$ cat src/rtl/posdev_pkg.sv
// Shared constants and types for the position deviation front end.
// Assumes a 10 MHz system clock and a word-wide register port.
package posdev_pkg;

	// ----------------------------------------------------------------
	// Clock and timing
	// ----------------------------------------------------------------
	localparam int CLOCK_PERIOD_NS = 100;
	localparam int TIME_UNIT_NS = 100000;
	localparam int UNIT_CYCLES = (TIME_UNIT_NS + CLOCK_PERIOD_NS - 1) /
		CLOCK_PERIOD_NS;
	localparam int CLEAR_LEVEL_MIN_US = 250;
	localparam int CLEAR_EDGE_MIN_US = 20;

	// ----------------------------------------------------------------
	// Register map (byte addresses)
	// ----------------------------------------------------------------
	localparam logic [7:0] ADDR_REFERENCE_FORM_CONFIG = 8'h00;
	localparam logic [7:0] ADDR_INPUT_PULSE_MULTIPLIER = 8'h04;
	localparam logic [7:0] ADDR_ACCEL_DECEL_TIME_CONST = 8'h08;
	localparam logic [7:0] ADDR_AVERAGE_MOVE_TIME = 8'h0C;
	localparam logic [7:0] ADDR_DEVIATION = 8'h10;
	localparam logic [7:0] ADDR_STATUS = 8'h14;

	// ----------------------------------------------------------------
	// Field layout and limits
	// ----------------------------------------------------------------
	localparam int CLEAR_FORM_LSB = 4;
	localparam int AUTO_CLEAR_LSB = 8;
	localparam int FIELD_W = 4;
	localparam logic [15:0] FORM_CONFIG_RESET = 16'h0000;
	localparam logic [6:0] MULT_MIN = 7'h01;
	localparam logic [6:0] MULT_MAX = 7'h64;
	localparam logic [6:0] MULT_RESET = 7'h01;
	localparam logic [15:0] ACCEL_MAX = 16'hFFFF;
	localparam logic [15:0] AVERAGE_MAX = 16'h2710;
	localparam logic [15:0] SMOOTH_RESET = 16'h0000;
	localparam int STAT_MULT_ACTIVE = 0;
	localparam int STAT_CLEARING = 1;
	localparam int STAT_PENDING = 2;
	localparam int STAT_FORM_LSB = 4;
	localparam int STAT_AUTO_LSB = 8;

	// ----------------------------------------------------------------
	// Modes
	// ----------------------------------------------------------------
	typedef enum logic [1:0] {
		CLR_LEVEL_HIGH, CLR_RISING, CLR_LEVEL_LOW, CLR_FALLING
	} clear_form_e;

	typedef enum logic [1:0] {
		AUTO_BASE_BLOCK, AUTO_NONE, AUTO_ALARM, AUTO_RESERVED
	} auto_clear_e;

	typedef struct packed {
		clear_form_e clear_form;
		auto_clear_e auto_clear;
	} clear_cfg_s;

	typedef struct packed {
		logic [15:0] accel;
		logic [15:0] average;
	} smooth_cfg_s;

endpackage

$ cat src/rtl/position_deviation_clear_multiplier.sv
// Deviation counter with clear logic, reference multiplier and smoothing.
// Assumes pulse and clear pins are asynchronous; servo state, alarm,
// restart, jog and standstill come from logic on the same clock.
//
// Operation
// - Deviation count is reference pulses minus encoder feedback pulses.
// - Level-high form holds deviation zero while clear input is high.
// - Rising-edge form zeroes deviation once per rising clear transition.
// - Level-low form holds deviation zero while clear input is low.
// - Falling-edge form zeroes deviation once per falling clear transition.
// - Default automatic clear zeroes deviation during base block.
// - Automatic clear value one never clears; only clear input does.
// - Automatic clear value two clears on alarm, not on servo off.
// - Every reference pulse is scaled by the multiplier before accumulating.
// - Multiplier accepts 1 to 100, defaults 1, applies at once.
// - Select input inactive gives multiplier one, active gives setting.
// - Status output follows which multiplier is in effect.
// - Jogging or autotuning freezes the multiplier selection, not its setting.
// - Smoothing preserves the total number of reference pulses.
// - Acceleration time constant spans 0 to 65535 in 0.1 ms.
// - Moving-average time spans 0 to 10000 in 0.1 ms.
// - A zero time setting bypasses its filter; both default zero.
// - Smoothing settings written while moving apply at next standstill.
// - Deviation reads zero while a clear request is asserted.
`timescale 1ns/1ns
`default_nettype none

module position_deviation_clear_multiplier
	import posdev_pkg::*;
#(
	parameter int DEV_W = 32
) (
	// Clock and reset
	input wire logic CLOCK_I,
	input wire logic RST_B_I,
	// Register port
	input wire logic [7:0] REG_ADDR_I,
	input wire logic [31:0] REG_WDATA_I,
	input wire logic REG_WR_I,
	input wire logic REG_RD_I,
	output logic [31:0] REG_RDATA_O,
	// Pulse pins
	input wire logic REF_PULSE_I,
	input wire logic REF_DIR_I,
	input wire logic FB_PULSE_I,
	input wire logic FB_DIR_I,
	input wire logic DEVIATION_CLEAR_IN_I,
	input wire logic MULT_SELECT_I,
	// Drive state
	input wire logic SERVO_ON_I,
	input wire logic ALARM_I,
	input wire logic RESTART_I,
	input wire logic JOG_TUNE_I,
	input wire logic MOTOR_STOPPED_I,
	// Status outputs
	output logic MULTIPLIER_ACTIVE_OUT_O,
	output logic [DEV_W-1:0] DEVIATION_O
);

	// ----------------------------------------------------------------
	// Elaboration checks
	// ----------------------------------------------------------------
	if (DEV_W < 18 || DEV_W > 32) begin : g_bad_width
		$error("DEV_W must lie between 18 and 32");
	end

	// ----------------------------------------------------------------
	// Pin synchronisers
	// ----------------------------------------------------------------
	localparam int NPIN = 6;
	localparam int P_REF = 0;
	localparam int P_RDIR = 1;
	localparam int P_FB = 2;
	localparam int P_FDIR = 3;
	localparam int P_CLR = 4;
	localparam int P_SEL = 5;

	wire logic [NPIN-1:0] pin_raw;
	wire logic [NPIN-1:0] stable_r;
	wire logic [NPIN-1:0] prev_r;

	assign pin_raw = {MULT_SELECT_I, DEVIATION_CLEAR_IN_I, FB_DIR_I,
		FB_PULSE_I, REF_DIR_I, REF_PULSE_I};

	for (genvar g = 0; g < NPIN; g++) begin : g_sync
		logic s1_r;
		logic s2_r;
		logic s3_r;
		logic stab_r;
		logic prv_r;
		// Accept a change only once the last two stages agree
		always_ff @(posedge CLOCK_I or negedge RST_B_I) begin
			if (!RST_B_I) begin
				s1_r <= 1'b0;
				s2_r <= 1'b0;
				s3_r <= 1'b0;
				stab_r <= 1'b0;
				prv_r <= 1'b0;
			end else begin
				s1_r <= pin_raw[g];
				s2_r <= s1_r;
				s3_r <= s2_r;
				stab_r <= (s2_r == s3_r) ? s3_r : stab_r;
				prv_r <= stab_r;
			end
		end
		assign stable_r[g] = stab_r;
		assign prev_r[g] = prv_r;
	end

	// Signed step for one counted pulse edge
	function automatic logic signed [DEV_W-1:0] pulse_step(
		input logic cur,
		input logic prev,
		input logic dir,
		input logic [6:0] mag
	);
		logic signed [DEV_W-1:0] m;
		m = $signed({{(DEV_W-7){1'b0}}, mag});
		if (cur && !prev)
			pulse_step = dir ? -m : m;
		else
			pulse_step = '0;
	endfunction

	// ----------------------------------------------------------------
	// Registers written by software
	// ----------------------------------------------------------------
	logic [15:0] form_cfg_r;
	logic [6:0] mult_set_r;
	smooth_cfg_s smooth_req_r;
	smooth_cfg_s smooth_act_r;
	clear_cfg_s clr_cfg_r;

	wire logic wr_form = REG_WR_I && REG_ADDR_I == ADDR_REFERENCE_FORM_CONFIG;
	wire logic wr_mult = REG_WR_I && REG_ADDR_I == ADDR_INPUT_PULSE_MULTIPLIER;
	wire logic wr_accel = REG_WR_I && REG_ADDR_I == ADDR_ACCEL_DECEL_TIME_CONST;
	wire logic wr_avg = REG_WR_I && REG_ADDR_I == ADDR_AVERAGE_MOVE_TIME;

	wire logic [6:0] mult_wr_val = (REG_WDATA_I[31:0] < 32'(MULT_MIN)) ?
		MULT_MIN : (REG_WDATA_I[31:0] > 32'(MULT_MAX)) ?
		MULT_MAX : REG_WDATA_I[6:0];
	wire logic [15:0] accel_wr_val = REG_WDATA_I[15:0];
	wire logic [15:0] avg_wr_val = (REG_WDATA_I[31:0] > 32'(AVERAGE_MAX)) ?
		AVERAGE_MAX : REG_WDATA_I[15:0];

	always_ff @(posedge CLOCK_I or negedge RST_B_I) begin
		if (!RST_B_I) begin
			form_cfg_r <= FORM_CONFIG_RESET;
			mult_set_r <= MULT_RESET;
			smooth_req_r <= {SMOOTH_RESET, SMOOTH_RESET};
		end else begin
			if (wr_form)
				form_cfg_r <= REG_WDATA_I[15:0];
			if (wr_mult)
				mult_set_r <= mult_wr_val;
			if (wr_accel)
				smooth_req_r.accel <= accel_wr_val;
			if (wr_avg)
				smooth_req_r.average <= avg_wr_val;
		end
	end

	// ----------------------------------------------------------------
	// Configuration latching
	// ----------------------------------------------------------------
	// clear modes taken only at restart
	always_ff @(posedge CLOCK_I or negedge RST_B_I) begin
		if (!RST_B_I)
			clr_cfg_r <= {CLR_LEVEL_HIGH, AUTO_BASE_BLOCK};
		else if (RESTART_I)
			clr_cfg_r <= {clear_form_e'(form_cfg_r[CLEAR_FORM_LSB +: 2]),
				auto_clear_e'(form_cfg_r[AUTO_CLEAR_LSB +: 2])};
	end

	always_ff @(posedge CLOCK_I or negedge RST_B_I) begin
		if (!RST_B_I)
			smooth_act_r <= {SMOOTH_RESET, SMOOTH_RESET};
		else if (MOTOR_STOPPED_I)
			smooth_act_r <= smooth_req_r;
	end

	// ----------------------------------------------------------------
	// Clear decision
	// ----------------------------------------------------------------
	wire logic clr_now = stable_r[P_CLR];
	wire logic clr_was = prev_r[P_CLR];
	wire logic base_block = !SERVO_ON_I || ALARM_I;

	wire logic clr_high = clr_cfg_r.clear_form == CLR_LEVEL_HIGH && clr_now;
	wire logic clr_rise = clr_cfg_r.clear_form == CLR_RISING &&
		clr_now && !clr_was;
	wire logic clr_low = clr_cfg_r.clear_form == CLR_LEVEL_LOW && !clr_now;
	wire logic clr_fall = clr_cfg_r.clear_form == CLR_FALLING &&
		!clr_now && clr_was;
	wire logic auto_bb = clr_cfg_r.auto_clear == AUTO_BASE_BLOCK && base_block;
	// alarm only; value one never matches here
	wire logic auto_alm = clr_cfg_r.auto_clear == AUTO_ALARM && ALARM_I;

	wire logic clear_req = clr_high || clr_rise || clr_low || clr_fall ||
		auto_bb || auto_alm;

	// ----------------------------------------------------------------
	// Multiplier selection
	// ----------------------------------------------------------------
	logic mult_on_r;
	logic mult_on_nxt;

	// freeze during jog or tuning; select picks setting
	assign mult_on_nxt = JOG_TUNE_I ? mult_on_r : stable_r[P_SEL];

	// written setting applies on the next pulse
	wire logic [6:0] mult_use = mult_on_r ? mult_set_r : MULT_MIN;

	// status follows the multiplier in effect
	always_ff @(posedge CLOCK_I or negedge RST_B_I) begin
		if (!RST_B_I)
			mult_on_r <= 1'b0;
		else
			mult_on_r <= mult_on_nxt;
	end

	// ----------------------------------------------------------------
	// Reference scaling and feedback
	// ----------------------------------------------------------------
	// scale each reference pulse
	wire logic signed [DEV_W-1:0] ref_step = pulse_step(stable_r[P_REF],
		prev_r[P_REF], stable_r[P_RDIR], mult_use);
	wire logic signed [DEV_W-1:0] fb_step = pulse_step(stable_r[P_FB],
		prev_r[P_FB], stable_r[P_FDIR], MULT_MIN);

	// ----------------------------------------------------------------
	// Smoothing
	// ----------------------------------------------------------------
	// Pending reference is released over the combined filter time. Any
	// remainder is kept, so nothing is dropped, at the cost of a tail of
	// single pulses at the end of a move.
	logic [$clog2(UNIT_CYCLES)-1:0] unit_cnt_r;
	logic unit_tick_r;
	logic signed [DEV_W-1:0] pending_r;
	logic signed [DEV_W-1:0] pending_nxt;
	logic signed [DEV_W-1:0] release_amt;

	always_ff @(posedge CLOCK_I or negedge RST_B_I) begin
		if (!RST_B_I) begin
			unit_cnt_r <= '0;
			unit_tick_r <= 1'b0;
		end else begin
			unit_tick_r <= unit_cnt_r == ($clog2(UNIT_CYCLES))'(UNIT_CYCLES - 1);
			if (unit_cnt_r == ($clog2(UNIT_CYCLES))'(UNIT_CYCLES - 1))
				unit_cnt_r <= '0;
			else
				unit_cnt_r <= unit_cnt_r + 1'b1;
		end
	end

	wire logic [16:0] filt_time = {1'b0, smooth_act_r.accel} +
		{1'b0, smooth_act_r.average};
	wire logic filt_bypass = filt_time == 17'h00000;
	wire logic signed [DEV_W-1:0] filt_quot = pending_r /
		$signed({{(DEV_W-17){1'b0}}, filt_time});
	wire logic signed [DEV_W-1:0] one_step = pending_r[DEV_W-1] ?
		-$signed(DEV_W'(1)) : $signed(DEV_W'(1));

	// release never exceeds what is pending
	always_comb begin
		release_amt = '0;
		if (filt_bypass)
			release_amt = pending_r;
		else if (unit_tick_r && pending_r != '0)
			release_amt = (filt_quot != '0) ? filt_quot : one_step;
	end

	assign pending_nxt = clear_req ? '0 : pending_r - release_amt + ref_step;

	always_ff @(posedge CLOCK_I or negedge RST_B_I) begin
		if (!RST_B_I)
			pending_r <= '0;
		else
			pending_r <= pending_nxt;
	end

	// ----------------------------------------------------------------
	// Deviation counter
	// ----------------------------------------------------------------
	logic signed [DEV_W-1:0] deviation_r;
	logic signed [DEV_W-1:0] deviation_nxt;

	assign deviation_nxt = clear_req ? '0 : deviation_r + release_amt - fb_step;

	always_ff @(posedge CLOCK_I or negedge RST_B_I) begin
		if (!RST_B_I)
			deviation_r <= '0;
		else
			deviation_r <= deviation_nxt;
	end

	// ----------------------------------------------------------------
	// Read path
	// ----------------------------------------------------------------
	logic clearing_r;
	logic [31:0] rdata_nxt;
	wire logic [31:0] status_word = {20'h00000,
		2'b00, clr_cfg_r.auto_clear, 2'b00, clr_cfg_r.clear_form,
		1'b0, pending_r != '0, clearing_r, mult_on_r};

	always_ff @(posedge CLOCK_I or negedge RST_B_I) begin
		if (!RST_B_I)
			clearing_r <= 1'b0;
		else
			clearing_r <= clear_req;
	end

	always_comb begin
		rdata_nxt = 32'h00000000;
		case (REG_ADDR_I)
			ADDR_REFERENCE_FORM_CONFIG: rdata_nxt = {16'h0000, form_cfg_r};
			ADDR_INPUT_PULSE_MULTIPLIER: rdata_nxt = {25'h0000000, mult_set_r};
			ADDR_ACCEL_DECEL_TIME_CONST:
				rdata_nxt = {16'h0000, smooth_req_r.accel};
			ADDR_AVERAGE_MOVE_TIME: rdata_nxt = {16'h0000, smooth_req_r.average};
			ADDR_DEVIATION: rdata_nxt = 32'($signed(deviation_r));
			ADDR_STATUS: rdata_nxt = status_word;
			default: rdata_nxt = 32'h00000000;
		endcase
	end

	// ----------------------------------------------------------------
	// Outputs
	// ----------------------------------------------------------------
	always_ff @(posedge CLOCK_I or negedge RST_B_I) begin
		if (!RST_B_I) begin
			REG_RDATA_O <= 32'h00000000;
			MULTIPLIER_ACTIVE_OUT_O <= 1'b0;
			DEVIATION_O <= '0;
		end else begin
			REG_RDATA_O <= REG_RD_I ? rdata_nxt : 32'h00000000;
			MULTIPLIER_ACTIVE_OUT_O <= mult_on_r;
			DEVIATION_O <= deviation_nxt;
		end
	end

endmodule

`default_nettype wire

$ cat config.mk
export PLATFORM = sky130hd
export DESIGN_NAME = position_deviation_clear_multiplier
export DESIGN_NICKNAME = d
export VERILOG_FILES = /design/src/rtl/posdev_pkg.sv /design/src/rtl/position_deviation_clear_multiplier.sv
export SDC_FILE = /design/constraint.sdc
export NUM_CORES = 2
export LEC_CHECK = 0
export BUFFER_PORTS_ARGS = -buffer_cell sky130_fd_sc_hd__buf_2
export CORE_AREA = 10 10 343 345
export CTS_CLUSTER_DIAMETER = 100
export DETAILED_ROUTE_END_ITERATION = 16
export DIE_AREA = 0 0 353 355
export GPL_ROUTABILITY_DRIVEN = 0
export SYNTH_ARGS = -nofsm -noshare
export SYNTH_HDL_FRONTEND = slang
export SYNTH_SLANG_ARGS = --single-unit
$ cat constraint.sdc
create_clock -name CLOCK_I -period 110.2 [get_ports CLOCK_I]
set_clock_uncertainty 0.05 [all_clocks]
set_input_delay 11.02 -clock CLOCK_I [delete_from_list [all_inputs] [get_ports CLOCK_I]]
set_output_delay 11.02 -clock CLOCK_I [all_outputs]
set_load 0.005 [all_outputs]
==> flow_summary.json <==
{
  "outcome": "completed",
  "finalWorstSetupSlack_ns": 7.264,
  "grt_max_degree": 89,
  "clk_latency_ns": 0.59,
  "drv_slew": 0,
  "hold_start": "g_sync[1].s1_r",
  "yosys_register_bits": 228,
  "maxCapViolCount": 0,
  "dr.pass1.iters": 7,
  "ff2ff_setup_slack_ns": 7.26,
  "nNetsFinal": 6029,
  "endpoint_kind": "register",
  "core-area_um2": 110400,
  "layout-drive-gt1-share_pct": 12.51,
  "period_needed_ns": 102.94,
  "rr_endpoint": "deviation_r[31]",
  "max_freq_mhz": 9.715,
  "crit_type": "reg -> reg",
  "antenna_found_initial": 2,
  "synth_cell_type_count": 117,
  "drt_iter0_markers": 3944,
  "max-slew-margin-rel_pct": 28.87,
  "htree_levels": 1,
  "synth_common_cells": "nor2_1 (531), ha_1 (528), a21oi_1 (404), nand2_1 (404), nor3_1 (287)",
  "synth_top_area_cell": "ha_1",
  "wl_um": 145000,
  "synth-edff-count": 0,
  "grt_overflow_total": 0,
  "ios": 120,
  "synth.net_count": 5967,
  "die_w_um": 353,
  "min_to": "g_sync[1].s2_r",
  "hold_class": "reg -> reg",
  "rows": 122,
  "track_usage_pct": 21.83,
  "syn-instance-count": 5355,
  "async_flop_share_pct": 100.0,
  "cts.clk_slew.worst_paths_ns": 0.08,
  "cp_slowest_stage_delay_ns": 0.63,
  "cp_slowest_cell": "or4_1",
  "netlist_area_um2": 40660,
  "die_area_um2": 125300,
  "yosysWarnings": 0,
  "holdBufCountCts": 0,
  "synth_top_area_share_pct": 16.25,
  "period_share_pct": 93.41,
  "synth.avg_cell_area_um2": 7.593,
  "cp.required_ns": 110.59,
  "dpl_cell_area_um2": 43090,
  "synth_area_leaders": "ha_1 (16%), dfrtp_1 (14%), a21oi_1 (5.0%), nor2_1 (4.9%), xnor2_1 (4.5%)",
  "synth_flop_cell": "dfrtp_1",
  "fin_area_um2": 44730,
  "via_per_inst": 6.093,
  "dpl.hpwl_um": 112900,
  "start_util_pct": 36.84,
  "syn_to_final_growth_pct": 10.02,
  "final_antenna_net_count": 0,
  "fill_cells": 11290,
  "critPathArrivalTime_ns": 103.33,
  "place_ws_ns": -0.8805,
  "cpMostUsedCell": "o21a_1",
  "routed-via-count": 42200,
  "drc": 0,
  "r2r-start": "smooth_act_r[10]",
  "grt_pass1_wl_um": 225500,
  "port_buffers": 119,
  "wire_per_inst_um": 20.94,
  "ff2ff_path_depth": 494,
  "grt_pass1_vias": 40100,
  "cp_max_fo": 26,
  "timing_hold_violations_final": 0,
  "clock_sinks": 228,
  "startpoint_type": "register",
  "root_buffer": "clkbuf_16",
  "synthMostInstantiatedCell": "nor2_1",
  "finalSetupViolCount": 0,
  "tightest_slew_ns": 1.059,
  "ys_seq_area_share_pct": 14.04,
  "hold_depth": 0,
  "cts-buffers-inserted": 26,
  "fp.dieH_um": 355,
  "cts_tree": "built",
  "clockBufferDepth": 3
}
stage by stage:
stage	std cells	hold slack, ns	TNS [ns]	utilization, %
global placement	6855	0.2825	0	39.05
CTS	6903	0.2988	0	39.84
floorplan	5355	0.2812	0	-
global route	6925	0.3007	-0.7261	40.53
detailed placement	6855	0.2847	-2.117	39.05
finish	6926	0.2977	0	40.53
kinds of logic (layout without fill, tap and decap cells):
| logic type | count (synthesis) | after routing | share of synthesized area [%] |
|---|---|---|---|
| and+or+nand+nor | 2020 | 2020 | 24.85 |
| buffers and inverters | 382 | 463 | 3.643 |
| other | 0 | 1 | 0 |
| DFF | 228 | 228 | 14.04 |
| AOI/OAI and AO/OA | 1661 | 1662 | 27.77 |
| xor gates and xnor gates | 309 | 309 | 6.656 |
| muxes | 192 | 192 | 5.222 |
| adders and majority gates | 563 | 563 | 17.82 |
cells in the final DEF (no fill, tap or decap), types with 87 or more instances in the layout:
cell type | netlist | layout
o21a_1 | 227 | 227
nand3_1 | 168 | 163
buf_4 | 3 | 106
nand2_1 | 404 | 398
xnor2_1 | 209 | 202
buf_2 | 17 | 118
xor2_1 | 100 | 99
mux2_2 | 150 | 150
nor2_1 | 531 | 520
a21o_1 | 94 | 94
ha_1 | 528 | 528
or2_2 | 88 | 87
dfrtp_1 | 227 | 226
o21ai_0 | 247 | 235
inv_1 | 183 | 181
o31ai_1 | 113 | 105
a21oi_1 | 404 | 396
nor3_1 | 287 | 277
layer usage:
metal  GRT usage [%]  part of all wire [%]
met2           35.80                    44
met3           2.879                   7.0
met1           29.02                    44
met5               0                 0.014
met4           8.121                   4.2
area by class of cell:
| cell class | instances | area [um2] | area share (%) |
|---|---|---|---|
| well taps | 1488 | 1862 | 4.162 |
| inverters | 186 | 711.9 | 1.592 |
| diodes | 1 | 2.502 | 0.005594 |
| repair buffers | 229 | 1464 | 3.273 |
| clock inverters | 17 | 163.9 | 0.3664 |
| clock buffers | 31 | 689.4 | 1.541 |
| flip-flops and latches | 228 | 5708 | 12.76 |
| multi-input cells | 4746 | 34130 | 76.30 |
repair_timing:
| item | 4_1_cts | 5_1_grt |
|---|---|---|
| pin swaps | 0 | 9 |
| hold endpoints to repair | 0 | 0 |
| gates cloned | 0 | 1 |
| buffers inserted | 0 | 21 |
| setup endpoints to repair | 13 | 64 |
| resized for setup | 8 | 122 |
critical path: cells and delay by family, from the launching register on:
kind            cells  cell delay, ns
xor+xnor            2            0.44
fa+ha+maj          35           11.15
compound gates    296           58.94
flops               1            0.39
buf+inv            16            2.40
mux                 6            2.18
simple gates      139           26.94
flip-flops by register name, summed over array words and instances, names as in the netlist:
register and cells:
deviation_r 32, clr_was 1, g_sync.stab_r 5, clr_cfg_r 4, form_cfg_r 16, g_sync.s3_r 6
unit_tick_r 1, g_sync.s2_r 6, g_sync.s1_r 6, unit_cnt_r 10, REG_RDATA_O 32, clearing_r 1
clr_now 1, mult_set_r 7, g_sync.prv_r 2, pending_r 32, mult_on_r 1, smooth_req_r 32
MULTIPLIER_ACTIVE_OUT_O 1, smooth_act_r 32
worst max-delay path by stage:
stage | start | cells after the start | to
6_report | smooth_act_r[10] | 494 | deviation_r[31]
5_1_grt | smooth_act_r[10] | 496 | deviation_r[31]
4_1_cts | smooth_act_r[10] | 484 | deviation_r[31]
3_5_place_dp | smooth_act_r[1] | 485 | deviation_r[31]
3_3_place_gp | smooth_act_r[1] | 486 | deviation_r[31]
2_1_floorplan | smooth_act_r[0] | 535 | pending_r[31]
Power is not shown: default switching activity piles up to over one toggle a cycle in this logic, so the estimate is an artifact.
